$ cat config.mk
export PLATFORM = sky130hd
export DESIGN_NAME = rtcfg_top
export DESIGN_NICKNAME = d
export VERILOG_FILES = /design/src/rtcfg_pkg.sv /design/src/rtcfg_buf_if.sv /design/src/rtcfg_top.sv /design/src/rtcfg_tmpbuf.sv
export SDC_FILE = /design/constraint.sdc
export NUM_CORES = 1
export LEC_CHECK = 0
export BUFFER_PORTS_ARGS = -buffer_cell sky130_fd_sc_hd__buf_2
export CAP_MARGIN = 20
export CORE_MARGIN = 8
export CORE_UTILIZATION = 68
export CTS_BUF_LIST = sky130_fd_sc_hd__clkbuf_4
export DETAILED_ROUTE_END_ITERATION = 10
export MAX_ROUTING_LAYER = met4
export PLACE_DENSITY = 0.86
export RECOVER_POWER = 50
export SKIP_CTS_REPAIR_TIMING = 1
export SYNTH_ARGS = -nofsm -noshare
export SYNTH_HDL_FRONTEND = slang
export SYNTH_SLANG_ARGS = --single-unit
$ cat constraint.sdc
create_clock -name clk_sys_i -period 7.9 [get_ports clk_sys_i]
set_clock_uncertainty 0.15 [all_clocks]
set_input_delay 1.58 -clock clk_sys_i [delete_from_list [all_inputs] [get_ports clk_sys_i]]
set_output_delay 1.58 -clock clk_sys_i [all_outputs]
set_load 0.01 [all_outputs]
$ cat src/rtcfg_pkg.sv
// rtcfg_pkg: constants and types for the per-terminal option registers.
// Assumes a 16-bit register port with word addresses and two remote terminals.
package rtcfg_pkg;

	localparam int RTCFG_NUM_RT = 2;
	localparam int RTCFG_AW = 8;
	localparam int RTCFG_DW = 16;

	typedef logic [RTCFG_DW-1:0] rtcfg_word_t;
	typedef logic [RTCFG_AW-1:0] rtcfg_addr_t;

	// per-terminal register offsets, index 0 is the first terminal
	localparam rtcfg_addr_t [RTCFG_NUM_RT-1:0] RTCFG_CFG_ADDR = {8'h20, 8'h17};
	localparam rtcfg_addr_t [RTCFG_NUM_RT-1:0] RTCFG_BITW_ADDR = {8'h27, 8'h1E};
	localparam rtcfg_addr_t [RTCFG_NUM_RT-1:0] RTCFG_ALTW_ADDR = {8'h28, 8'h1F};

	// configuration field positions
	localparam int RTCFG_RSVD_BIT = 10;
	localparam int RTCFG_UNDEF_INV_BIT = 9;
	localparam int RTCFG_BSEP_BIT = 8;
	localparam int RTCFG_SIMPL_BIT = 7;
	localparam int RTCFG_TMPBUF_BIT = 6;
	localparam int RTCFG_ALTBW_BIT = 5;

	// reset values
	localparam rtcfg_word_t RTCFG_CFG_RST = 16'h0000;
	localparam rtcfg_word_t RTCFG_BITW_RST = 16'h0000;
	localparam rtcfg_word_t RTCFG_ALTW_RST = 16'h0000;

	// bits of the default self-test word owned by the device, not by software
	localparam rtcfg_word_t RTCFG_BITW_DEV_MASK = 16'hF000;

	localparam int RTCFG_TBUF_WORDS = 32;
	localparam logic [4:0] RTCFG_MC_TX_SELFTEST = 5'h13;

	// undefined mode codes that the invalid option may suppress
	function automatic logic rtcfg_undef_mc(input logic tr, input logic [4:0] mc);
		if (!tr)
			return (mc <= 5'h0F) || (mc == 5'h10) || (mc == 5'h12) || (mc == 5'h13);
		return (mc == 5'h11) || (mc == 5'h14) || (mc == 5'h15);
	endfunction

endpackage

$ cat src/rtcfg_buf_if.sv
// rtcfg_buf_if: carries receive words into the temporary buffer and copies out.
// Assumes one owner of each modport on the system clock.
`timescale 1ns/1ps
`default_nettype none
interface rtcfg_buf_if #(parameter int IW = 5);
	logic clr;
	logic wr;
	logic [15:0] wdata;
	logic done;
	logic err;
	logic out_wr;
	logic [IW-1:0] out_idx;
	logic [15:0] out_data;
	logic busy;

	modport ctl (output clr, output wr, output wdata, output done, output err,
		input out_wr, input out_idx, input out_data, input busy);
	modport buf_side (input clr, input wr, input wdata, input done, input err,
		output out_wr, output out_idx, output out_data, output busy);
endinterface
`default_nettype wire

$ cat src/rtcfg_top.sv
// rtcfg_top: option registers of both remote terminals and their effect on
// mode command answers, self-test word choice and receive data storage.
// Assumes command decode, illegalization lookup and message checking upstream,
// all on clk_sys_i, with at most one command or data word per cycle.
`timescale 1ns/1ps
`default_nettype none
module rtcfg_top import rtcfg_pkg::*; #(
	parameter int TBUF_DEPTH = RTCFG_TBUF_WORDS
) (
	input wire logic clk_sys_i,
	input wire logic rst_n_i,
	input wire logic [RTCFG_AW-1:0] reg_addr_i,
	input wire logic reg_wr_i,
	input wire logic reg_rd_i,
	input wire logic [15:0] reg_wdata_i,
	output logic [15:0] reg_rdata_o,
	output logic reg_rvalid_o,
	input wire logic [RTCFG_NUM_RT-1:0][15:0] dev_status_i,
	input wire logic cmd_valid_i,
	input wire logic cmd_term_i,
	input wire logic cmd_bcast_i,
	input wire logic cmd_mode_i,
	input wire logic cmd_tr_i,
	input wire logic [4:0] cmd_modecode_i,
	input wire logic cmd_illegal_i,
	output logic resp_valid_o,
	output logic resp_has_data_o,
	output logic [15:0] resp_data_o,
	output logic msg_err_set_o,
	output logic status_upd_o,
	output logic cmd_ignored_o,
	output logic simplified_o,
	input wire logic rx_word_valid_i,
	input wire logic [15:0] rx_word_i,
	input wire logic msg_done_i,
	input wire logic msg_error_i,
	output logic mem_wr_o,
	output logic mem_term_o,
	output logic mem_bcast_area_o,
	output logic [$clog2(TBUF_DEPTH)-1:0] mem_idx_o,
	output logic [15:0] mem_data_o
);
	localparam int IW = $clog2(TBUF_DEPTH);

	// unpacked, so each terminal's process owns a separate element
	rtcfg_word_t cfg_ff [RTCFG_NUM_RT];
	rtcfg_word_t bitw_ff [RTCFG_NUM_RT];
	rtcfg_word_t altw_ff [RTCFG_NUM_RT];
	rtcfg_word_t bitw_view [RTCFG_NUM_RT];
	rtcfg_word_t sel_word [RTCFG_NUM_RT];

	// per-terminal register file
	for (genvar t = 0; t < RTCFG_NUM_RT; t++) begin : g_rt
		wire wr_cfg = reg_wr_i && (reg_addr_i == RTCFG_CFG_ADDR[t]);
		wire wr_bitw = reg_wr_i && (reg_addr_i == RTCFG_BITW_ADDR[t]);
		wire wr_altw = reg_wr_i && (reg_addr_i == RTCFG_ALTW_ADDR[t]);

		// device bits always show live status, the rest is software's
		assign bitw_view[t] = (bitw_ff[t] & ~RTCFG_BITW_DEV_MASK)
			| (dev_status_i[t] & RTCFG_BITW_DEV_MASK);
		assign sel_word[t] = cfg_ff[t][RTCFG_ALTBW_BIT] ? altw_ff[t] : bitw_view[t];

		always_ff @(posedge clk_sys_i) begin
			if (!rst_n_i) begin
				cfg_ff[t] <= RTCFG_CFG_RST;
				bitw_ff[t] <= RTCFG_BITW_RST;
				altw_ff[t] <= RTCFG_ALTW_RST;
			end else begin
				// reserved bit 10 is stored as written; software must keep it zero
				if (wr_cfg)
					cfg_ff[t] <= reg_wdata_i;
				if (wr_bitw)
					bitw_ff[t] <= reg_wdata_i;
				if (wr_altw)
					altw_ff[t] <= reg_wdata_i;
			end
		end
	end

	// register read, one cycle latency, unmapped offsets read zero
	rtcfg_word_t nxt_rdata;
	always_comb begin
		nxt_rdata = 16'h0000;
		for (int t = 0; t < RTCFG_NUM_RT; t++) begin
			if (reg_addr_i == RTCFG_CFG_ADDR[t])
				nxt_rdata = cfg_ff[t];
			if (reg_addr_i == RTCFG_BITW_ADDR[t])
				nxt_rdata = bitw_view[t];
			if (reg_addr_i == RTCFG_ALTW_ADDR[t])
				nxt_rdata = altw_ff[t];
		end
	end

	logic [15:0] rdata_ff;
	logic rvalid_ff;
	always_ff @(posedge clk_sys_i) begin
		if (!rst_n_i) begin
			rdata_ff <= 16'h0000;
			rvalid_ff <= 1'b0;
		end else begin
			rvalid_ff <= reg_rd_i;
			if (reg_rd_i)
				rdata_ff <= nxt_rdata;
		end
	end
	assign reg_rdata_o = rdata_ff;
	assign reg_rvalid_o = rvalid_ff;

	// command evaluation uses the live fields, so a write applies from the next command
	wire rtcfg_word_t cur_cfg = cfg_ff[cmd_term_i];
	wire undef = cmd_mode_i && rtcfg_undef_mc(cmd_tr_i, cmd_modecode_i);
	wire drop = undef && cur_cfg[RTCFG_UNDEF_INV_BIT];
	wire accept = cmd_valid_i && !drop;
	wire illegal = cmd_mode_i && cmd_illegal_i;
	wire is_selftest = cmd_mode_i && cmd_tr_i && (cmd_modecode_i == RTCFG_MC_TX_SELFTEST);

	wire nxt_resp_valid = accept && !cmd_bcast_i;
	wire nxt_has_data = nxt_resp_valid && cmd_mode_i && !illegal
		&& cmd_tr_i && cmd_modecode_i[4];
	wire nxt_msg_err = accept && illegal;
	wire nxt_status_upd = accept;
	wire nxt_ignored = cmd_valid_i && drop;
	wire nxt_simplified = accept && cmd_mode_i && cur_cfg[RTCFG_SIMPL_BIT];
	// only the self-test word is sourced here; other mode data comes from elsewhere
	wire [15:0] nxt_resp_data = (nxt_has_data && is_selftest) ? sel_word[cmd_term_i] : 16'h0000;

	logic resp_valid_ff;
	logic has_data_ff;
	logic [15:0] resp_data_ff;
	logic msg_err_ff;
	logic status_upd_ff;
	logic ignored_ff;
	logic simplified_ff;
	always_ff @(posedge clk_sys_i) begin
		if (!rst_n_i) begin
			resp_valid_ff <= 1'b0;
			has_data_ff <= 1'b0;
			resp_data_ff <= 16'h0000;
			msg_err_ff <= 1'b0;
			status_upd_ff <= 1'b0;
			ignored_ff <= 1'b0;
			simplified_ff <= 1'b0;
		end else begin
			resp_valid_ff <= nxt_resp_valid;
			has_data_ff <= nxt_has_data;
			resp_data_ff <= nxt_resp_data;
			msg_err_ff <= nxt_msg_err;
			status_upd_ff <= nxt_status_upd;
			ignored_ff <= nxt_ignored;
			simplified_ff <= nxt_simplified;
		end
	end
	assign resp_valid_o = resp_valid_ff;
	assign resp_has_data_o = has_data_ff;
	assign resp_data_o = resp_data_ff;
	assign msg_err_set_o = msg_err_ff;
	assign status_upd_o = status_upd_ff;
	assign cmd_ignored_o = ignored_ff;
	assign simplified_o = simplified_ff;

	// message context frozen at command acceptance, so mid-message writes cannot bite
	logic msg_term_ff;
	logic msg_bcast_ff;
	logic msg_sep_ff;
	logic msg_tmp_ff;
	logic [IW-1:0] dir_idx_ff;
	always_ff @(posedge clk_sys_i) begin
		if (!rst_n_i) begin
			msg_term_ff <= 1'b0;
			msg_bcast_ff <= 1'b0;
			msg_sep_ff <= 1'b0;
			msg_tmp_ff <= 1'b0;
			dir_idx_ff <= '0;
		end else if (accept) begin
			msg_term_ff <= cmd_term_i;
			msg_bcast_ff <= cmd_bcast_i;
			msg_sep_ff <= cur_cfg[RTCFG_BSEP_BIT];
			msg_tmp_ff <= cur_cfg[RTCFG_TMPBUF_BIT];
			dir_idx_ff <= '0;
		end else if (rx_word_valid_i && !msg_tmp_ff) begin
			dir_idx_ff <= dir_idx_ff + IW'(1);
		end
	end

	rtcfg_buf_if #(.IW(IW)) tb_if ();
	assign tb_if.clr = accept;
	assign tb_if.wr = rx_word_valid_i && msg_tmp_ff;
	assign tb_if.wdata = rx_word_i;
	assign tb_if.done = msg_done_i && msg_tmp_ff;
	assign tb_if.err = msg_error_i;

	rtcfg_tmpbuf #(.DEPTH(TBUF_DEPTH)) u_tmpbuf (
		.clk_sys_i(clk_sys_i),
		.rst_n_i(rst_n_i),
		.bi(tb_if)
	);

	// without the temporary buffer words go straight to the subaddress buffer
	wire dir_wr = rx_word_valid_i && !msg_tmp_ff;
	wire nxt_mem_wr = dir_wr || tb_if.out_wr;
	wire [IW-1:0] nxt_mem_idx = dir_wr ? dir_idx_ff : tb_if.out_idx;
	wire [15:0] nxt_mem_data = dir_wr ? rx_word_i : tb_if.out_data;
	wire nxt_bcast_area = msg_bcast_ff && msg_sep_ff;

	logic mem_wr_ff;
	logic mem_term_ff;
	logic mem_bcast_ff;
	logic [IW-1:0] mem_idx_ff;
	logic [15:0] mem_data_ff;
	always_ff @(posedge clk_sys_i) begin
		if (!rst_n_i) begin
			mem_wr_ff <= 1'b0;
			mem_term_ff <= 1'b0;
			mem_bcast_ff <= 1'b0;
			mem_idx_ff <= '0;
			mem_data_ff <= 16'h0000;
		end else begin
			mem_wr_ff <= nxt_mem_wr;
			mem_term_ff <= msg_term_ff;
			mem_bcast_ff <= nxt_bcast_area;
			mem_idx_ff <= nxt_mem_idx;
			mem_data_ff <= nxt_mem_data;
		end
	end
	assign mem_wr_o = mem_wr_ff;
	assign mem_term_o = mem_term_ff;
	assign mem_bcast_area_o = mem_bcast_ff;
	assign mem_idx_o = mem_idx_ff;
	assign mem_data_o = mem_data_ff;
endmodule
`default_nettype wire

$ cat src/rtcfg_tmpbuf.sv
// rtcfg_tmpbuf: temporary receive buffer, copies out only after a clean message.
// Assumes the controller clears it at each command start and never writes while busy.
`timescale 1ns/1ps
`default_nettype none
module rtcfg_tmpbuf import rtcfg_pkg::*; #(
	parameter int DEPTH = RTCFG_TBUF_WORDS
) (
	input wire logic clk_sys_i,
	input wire logic rst_n_i,
	rtcfg_buf_if.buf_side bi
);
	localparam int IW = $clog2(DEPTH);

	typedef enum {TB_FILL, TB_COPY} rtcfg_tb_state_t;

	logic [15:0] mem [DEPTH];
	rtcfg_tb_state_t state_ff;
	logic [IW:0] cnt_ff;
	logic [IW-1:0] rd_ff;
	logic out_wr_ff;
	logic [IW-1:0] out_idx_ff;
	logic [15:0] out_data_ff;

	wire room = (cnt_ff < (IW+1)'(DEPTH));
	wire last = ({1'b0, rd_ff} == cnt_ff - (IW+1)'(1));

	always_ff @(posedge clk_sys_i) begin
		if (bi.wr && room && state_ff == TB_FILL)
			mem[cnt_ff[IW-1:0]] <= bi.wdata;
	end

	always_ff @(posedge clk_sys_i) begin
		if (!rst_n_i) begin
			state_ff <= TB_FILL;
			cnt_ff <= '0;
			rd_ff <= '0;
			out_wr_ff <= 1'b0;
			out_idx_ff <= '0;
			out_data_ff <= 16'h0000;
		end else begin
			out_wr_ff <= 1'b0;
			case (state_ff)
				TB_FILL: begin
					if (bi.clr) begin
						cnt_ff <= '0;
					end else if (bi.done) begin
						// an errored message leaves the subaddress buffer untouched
						if (!bi.err && cnt_ff != '0) begin
							state_ff <= TB_COPY;
							rd_ff <= '0;
						end else begin
							cnt_ff <= '0;
						end
					end else if (bi.wr && room) begin
						cnt_ff <= cnt_ff + (IW+1)'(1);
					end
				end
				TB_COPY: begin
					out_wr_ff <= 1'b1;
					out_idx_ff <= rd_ff;
					out_data_ff <= mem[rd_ff];
					rd_ff <= rd_ff + IW'(1);
					if (last) begin
						state_ff <= TB_FILL;
						cnt_ff <= '0;
					end
				end
				default: state_ff <= TB_FILL;
			endcase
		end
	end

	assign bi.out_wr = out_wr_ff;
	assign bi.out_idx = out_idx_ff;
	assign bi.out_data = out_data_ff;
	assign bi.busy = (state_ff == TB_COPY);
endmodule
`default_nettype wire

==> metrics <==
crit path to u_tmpbuf.cnt_ff[2]$_SDFFE_PN0P_; area of the core 40920 sq um; type of the worst setup path primary input to flip-flop; WP data arrival 5.50 ns; Synth top area share 63.87%; Post-synth EDFFs 600; synth cell count leaders 600 x edfxtp_1, 142 x mux4_2, 106 x dfxtp_1, 99 x nor2_1, 98 x a21oi_1; vias 16590; Post-Syn Area 28210 sq um; maximum vdd ir drop 193.0 uV; total negative setup slack 0 ns; Achievable Freq 204.6 MHz; first-pass GRT wire length 98900 um; Critical path buffers and inverters 3; count leader, synth edfxtp_1; RSZ-0062 raised after global routing false; synth top area cells edfxtp_1 64%, mux4_2 11%, dfxtp_1 7.5%; Clk Tree Root Cell clkbuf_4; port bufs 128; Seq cells post-synth 706; CP delay by family, top buffers and inverters; crit share post-route 61.86%; max_cap viols 5; routability cong. 0.9065; drt first-iter violations 2031; status finished with violations; Filler cells 2179; # DRC 0; hold crit path type flip-flop to flip-flop; final hold violations 0; Initial Utilization 68.93%; RR Startpoint u_tmpbuf.rd_ff[1]$_SDFFE_PN0P_; main flop type after synthesis edfxtp_1; total track usage 28.69%; syn nets 1747; Die Area 48260 sq um; async set or reset register ratio after synthesis 0%; critical path's largest stage delay 2.32 ns; Die Ht 219.7 um; area delta synth->final 11.99%; number of global-route vias before repair 17287; CP required 8.51 ns; total gr overflow 0; final setup vio count 0; syn avg cell area 17.09 sq um; IO Pins 153; slowest library cell on the worst path clkbuf_1; hpwl dp 37800 um; CP dominant cell by count clkbuf_1; crit-path cells clkbuf_1, clkinv_1, clkbuf_1, nor3_2, a32oi_1, o31ai_1; cell taking the most area after synthesis edfxtp_1; worst-skew pair later-pin latency 1.01 ns; largest net degree at the start of global routing 110; drt pass-1 iters 6; r2r worst-path depth 7; Synth Warn # 0; post-synthesis cell type count 65; sequential share of the synthesized area 71.39%; antenna viol nets, final 0; Worst slew margin -119.2%; initial antenna violation count 7; final WL 66460 um; Clock Tree Buf Depth 3; # H-tree levels 4; Worst Setup SP rst_n_i; WL/cell 25.81 um; drt via density 6.443; min cycle time layout 4.887 ns; RR Endpoint u_tmpbuf.bi.out_data[12]$_SDFFE_PN0P_; crit path capture type flip-flop; Num CTS Buffers 166; P per Cell Area 233.1 nW/um^2; Tightest Pin Transition 3.288 ns; Mapped Cells 1651; critical path depth 6; clock transition at the registers of the reported paths 0.07 ns; row cnt 74; TritonCTS clock tree done; clk sinks 706; P_leak 10.43 nW; final net count 1994; Worst Path Max Fanout 61; Hold WS 0.3064 ns; Slew Viols, Final 127; CP Launch Type primary input; Final Util 77.20%; r2r setup slk 4.15 ns; share of cells above drive strength 1 28.87%; failing checks capacitance limit, slew limit; die width 219.7 um
-- cells in the final DEF, fill, tap and decap left out, types with 8 or more instances in the layout --
master      n
nor3_1      9
o21ai_0    12
mux4_2    142
diode_2    10
dfxtp_1   103
o211ai_1   16
o22ai_1    23
nor2_1     99
mux2i_1    71
clkbuf_1   34
xnor2_1    10
nand3_1    23
nor2b_1    20
clkinv_1   30
nand2_1    88
a211oi_1   24
clkbuf_4  261
a211oi_2    8
and2_1     90
inv_1       9
nand2b_1   16
buf_2     110
edfxtp_1  600
buf_4      33
a21oi_1    98
-- kinds of logic (layout without fill, tap and decap cells) --
logic type / Yosys count / in the layout / share of synthesized area (%)
AO/OA/AOI/OAI: 211 / 211 / 4.737
XOR/XNOR: 16 / 16 / 0.4967
adder cells (fa/ha/maj): 6 / 6 / 0.2661
buffers and inverters: 110 / 492 / 1.965
flip-flops: 706 / 706 / 71.39
multiplexers: 216 / 216 / 14.09
other: 0 / 10 / 0
AND/OR/NAND/NOR: 386 / 386 / 7.052
-- flip-flops by register name, indices dropped and copies added, names as in the netlist, 6 cells and up --
| register | count |
|---|---|
| u_tmpbuf.cnt_ff | 6 |
| u_tmpbuf.bi.out_data | 16 |
| bitw_ff | 24 |
| altw_ff | 32 |
| u_tmpbuf.mem | 512 |
| resp_data_o | 16 |
| cfg_ff | 32 |
| reg_rdata_o | 16 |
| mem_data_o | 16 |
-- metal layers --
metal	up-vias	wire, um	track usage, %
met5	-	0	-
met4	0	2534	13.63
met3	217	7022	8.364
met2	1136	33470	46.28
met1	8152	23430	33.14
li1	7085	-	-
-- report_power, final --
group	leakage, nW	total (mW)	switching (mW)	internal, mW
sequential	6.30	4.09	0.0218	4.07
combinational	2.80	0.198	0.143	0.0554
clock	1.33	3.08	1.44	1.63
-- worst min-delay path by stage --
stage / start / cells after the start / to / slack, ns
after CTS: msg_term_ff$_SDFFE_PN0P_ / 1 / mem_term_o$_SDFF_PN0_ / 0.31
after global placement: msg_sep_ff$_SDFFE_PN0P_ / 2 / msg_sep_ff$_SDFFE_PN0P_ / 0.29
after floorplan: u_tmpbuf.bi.out_wr$_SDFF_PN0_ / 2 / mem_wr_o$_SDFF_PN0_ / 0.27
after global routing: msg_term_ff$_SDFFE_PN0P_ / 1 / mem_term_o$_SDFF_PN0_ / 0.32
final: msg_term_ff$_SDFFE_PN0P_ / 1 / mem_term_o$_SDFF_PN0_ / 0.31
after detailed placement: msg_sep_ff$_SDFFE_PN0P_ / 2 / msg_sep_ff$_SDFFE_PN0P_ / 0.30
-- layout make-up --
class,instances,area [sq um],area share (%)
Sequential cell,706,20150,63.78
Multi-Input combinational cell,835,7508,23.77
Timing Repair Buffer,179,960.9,3.042
Inverter,10,37.54,0.1188
Clock inverter,42,285.3,0.9030
Tap cell,532,665.6,2.107
Clock buffer,261,1959,6.202
Antenna cell,10,25.02,0.07921
-- stage by stage --
stage	instance area (sq um)	power, mW	setup WS (ns)	std cells
after floorplan	28210	4.259	3.324	1651
after global placement	29400	4.352	3.357	2261
final	31590	7.366	3.013	2575
after CTS	31650	7.404	4.306	2564
after global routing	31590	7.623	3.022	2575
after detailed placement	29400	4.364	3.345	2261
No activity file was read; power rests on OpenSTA's default activity.
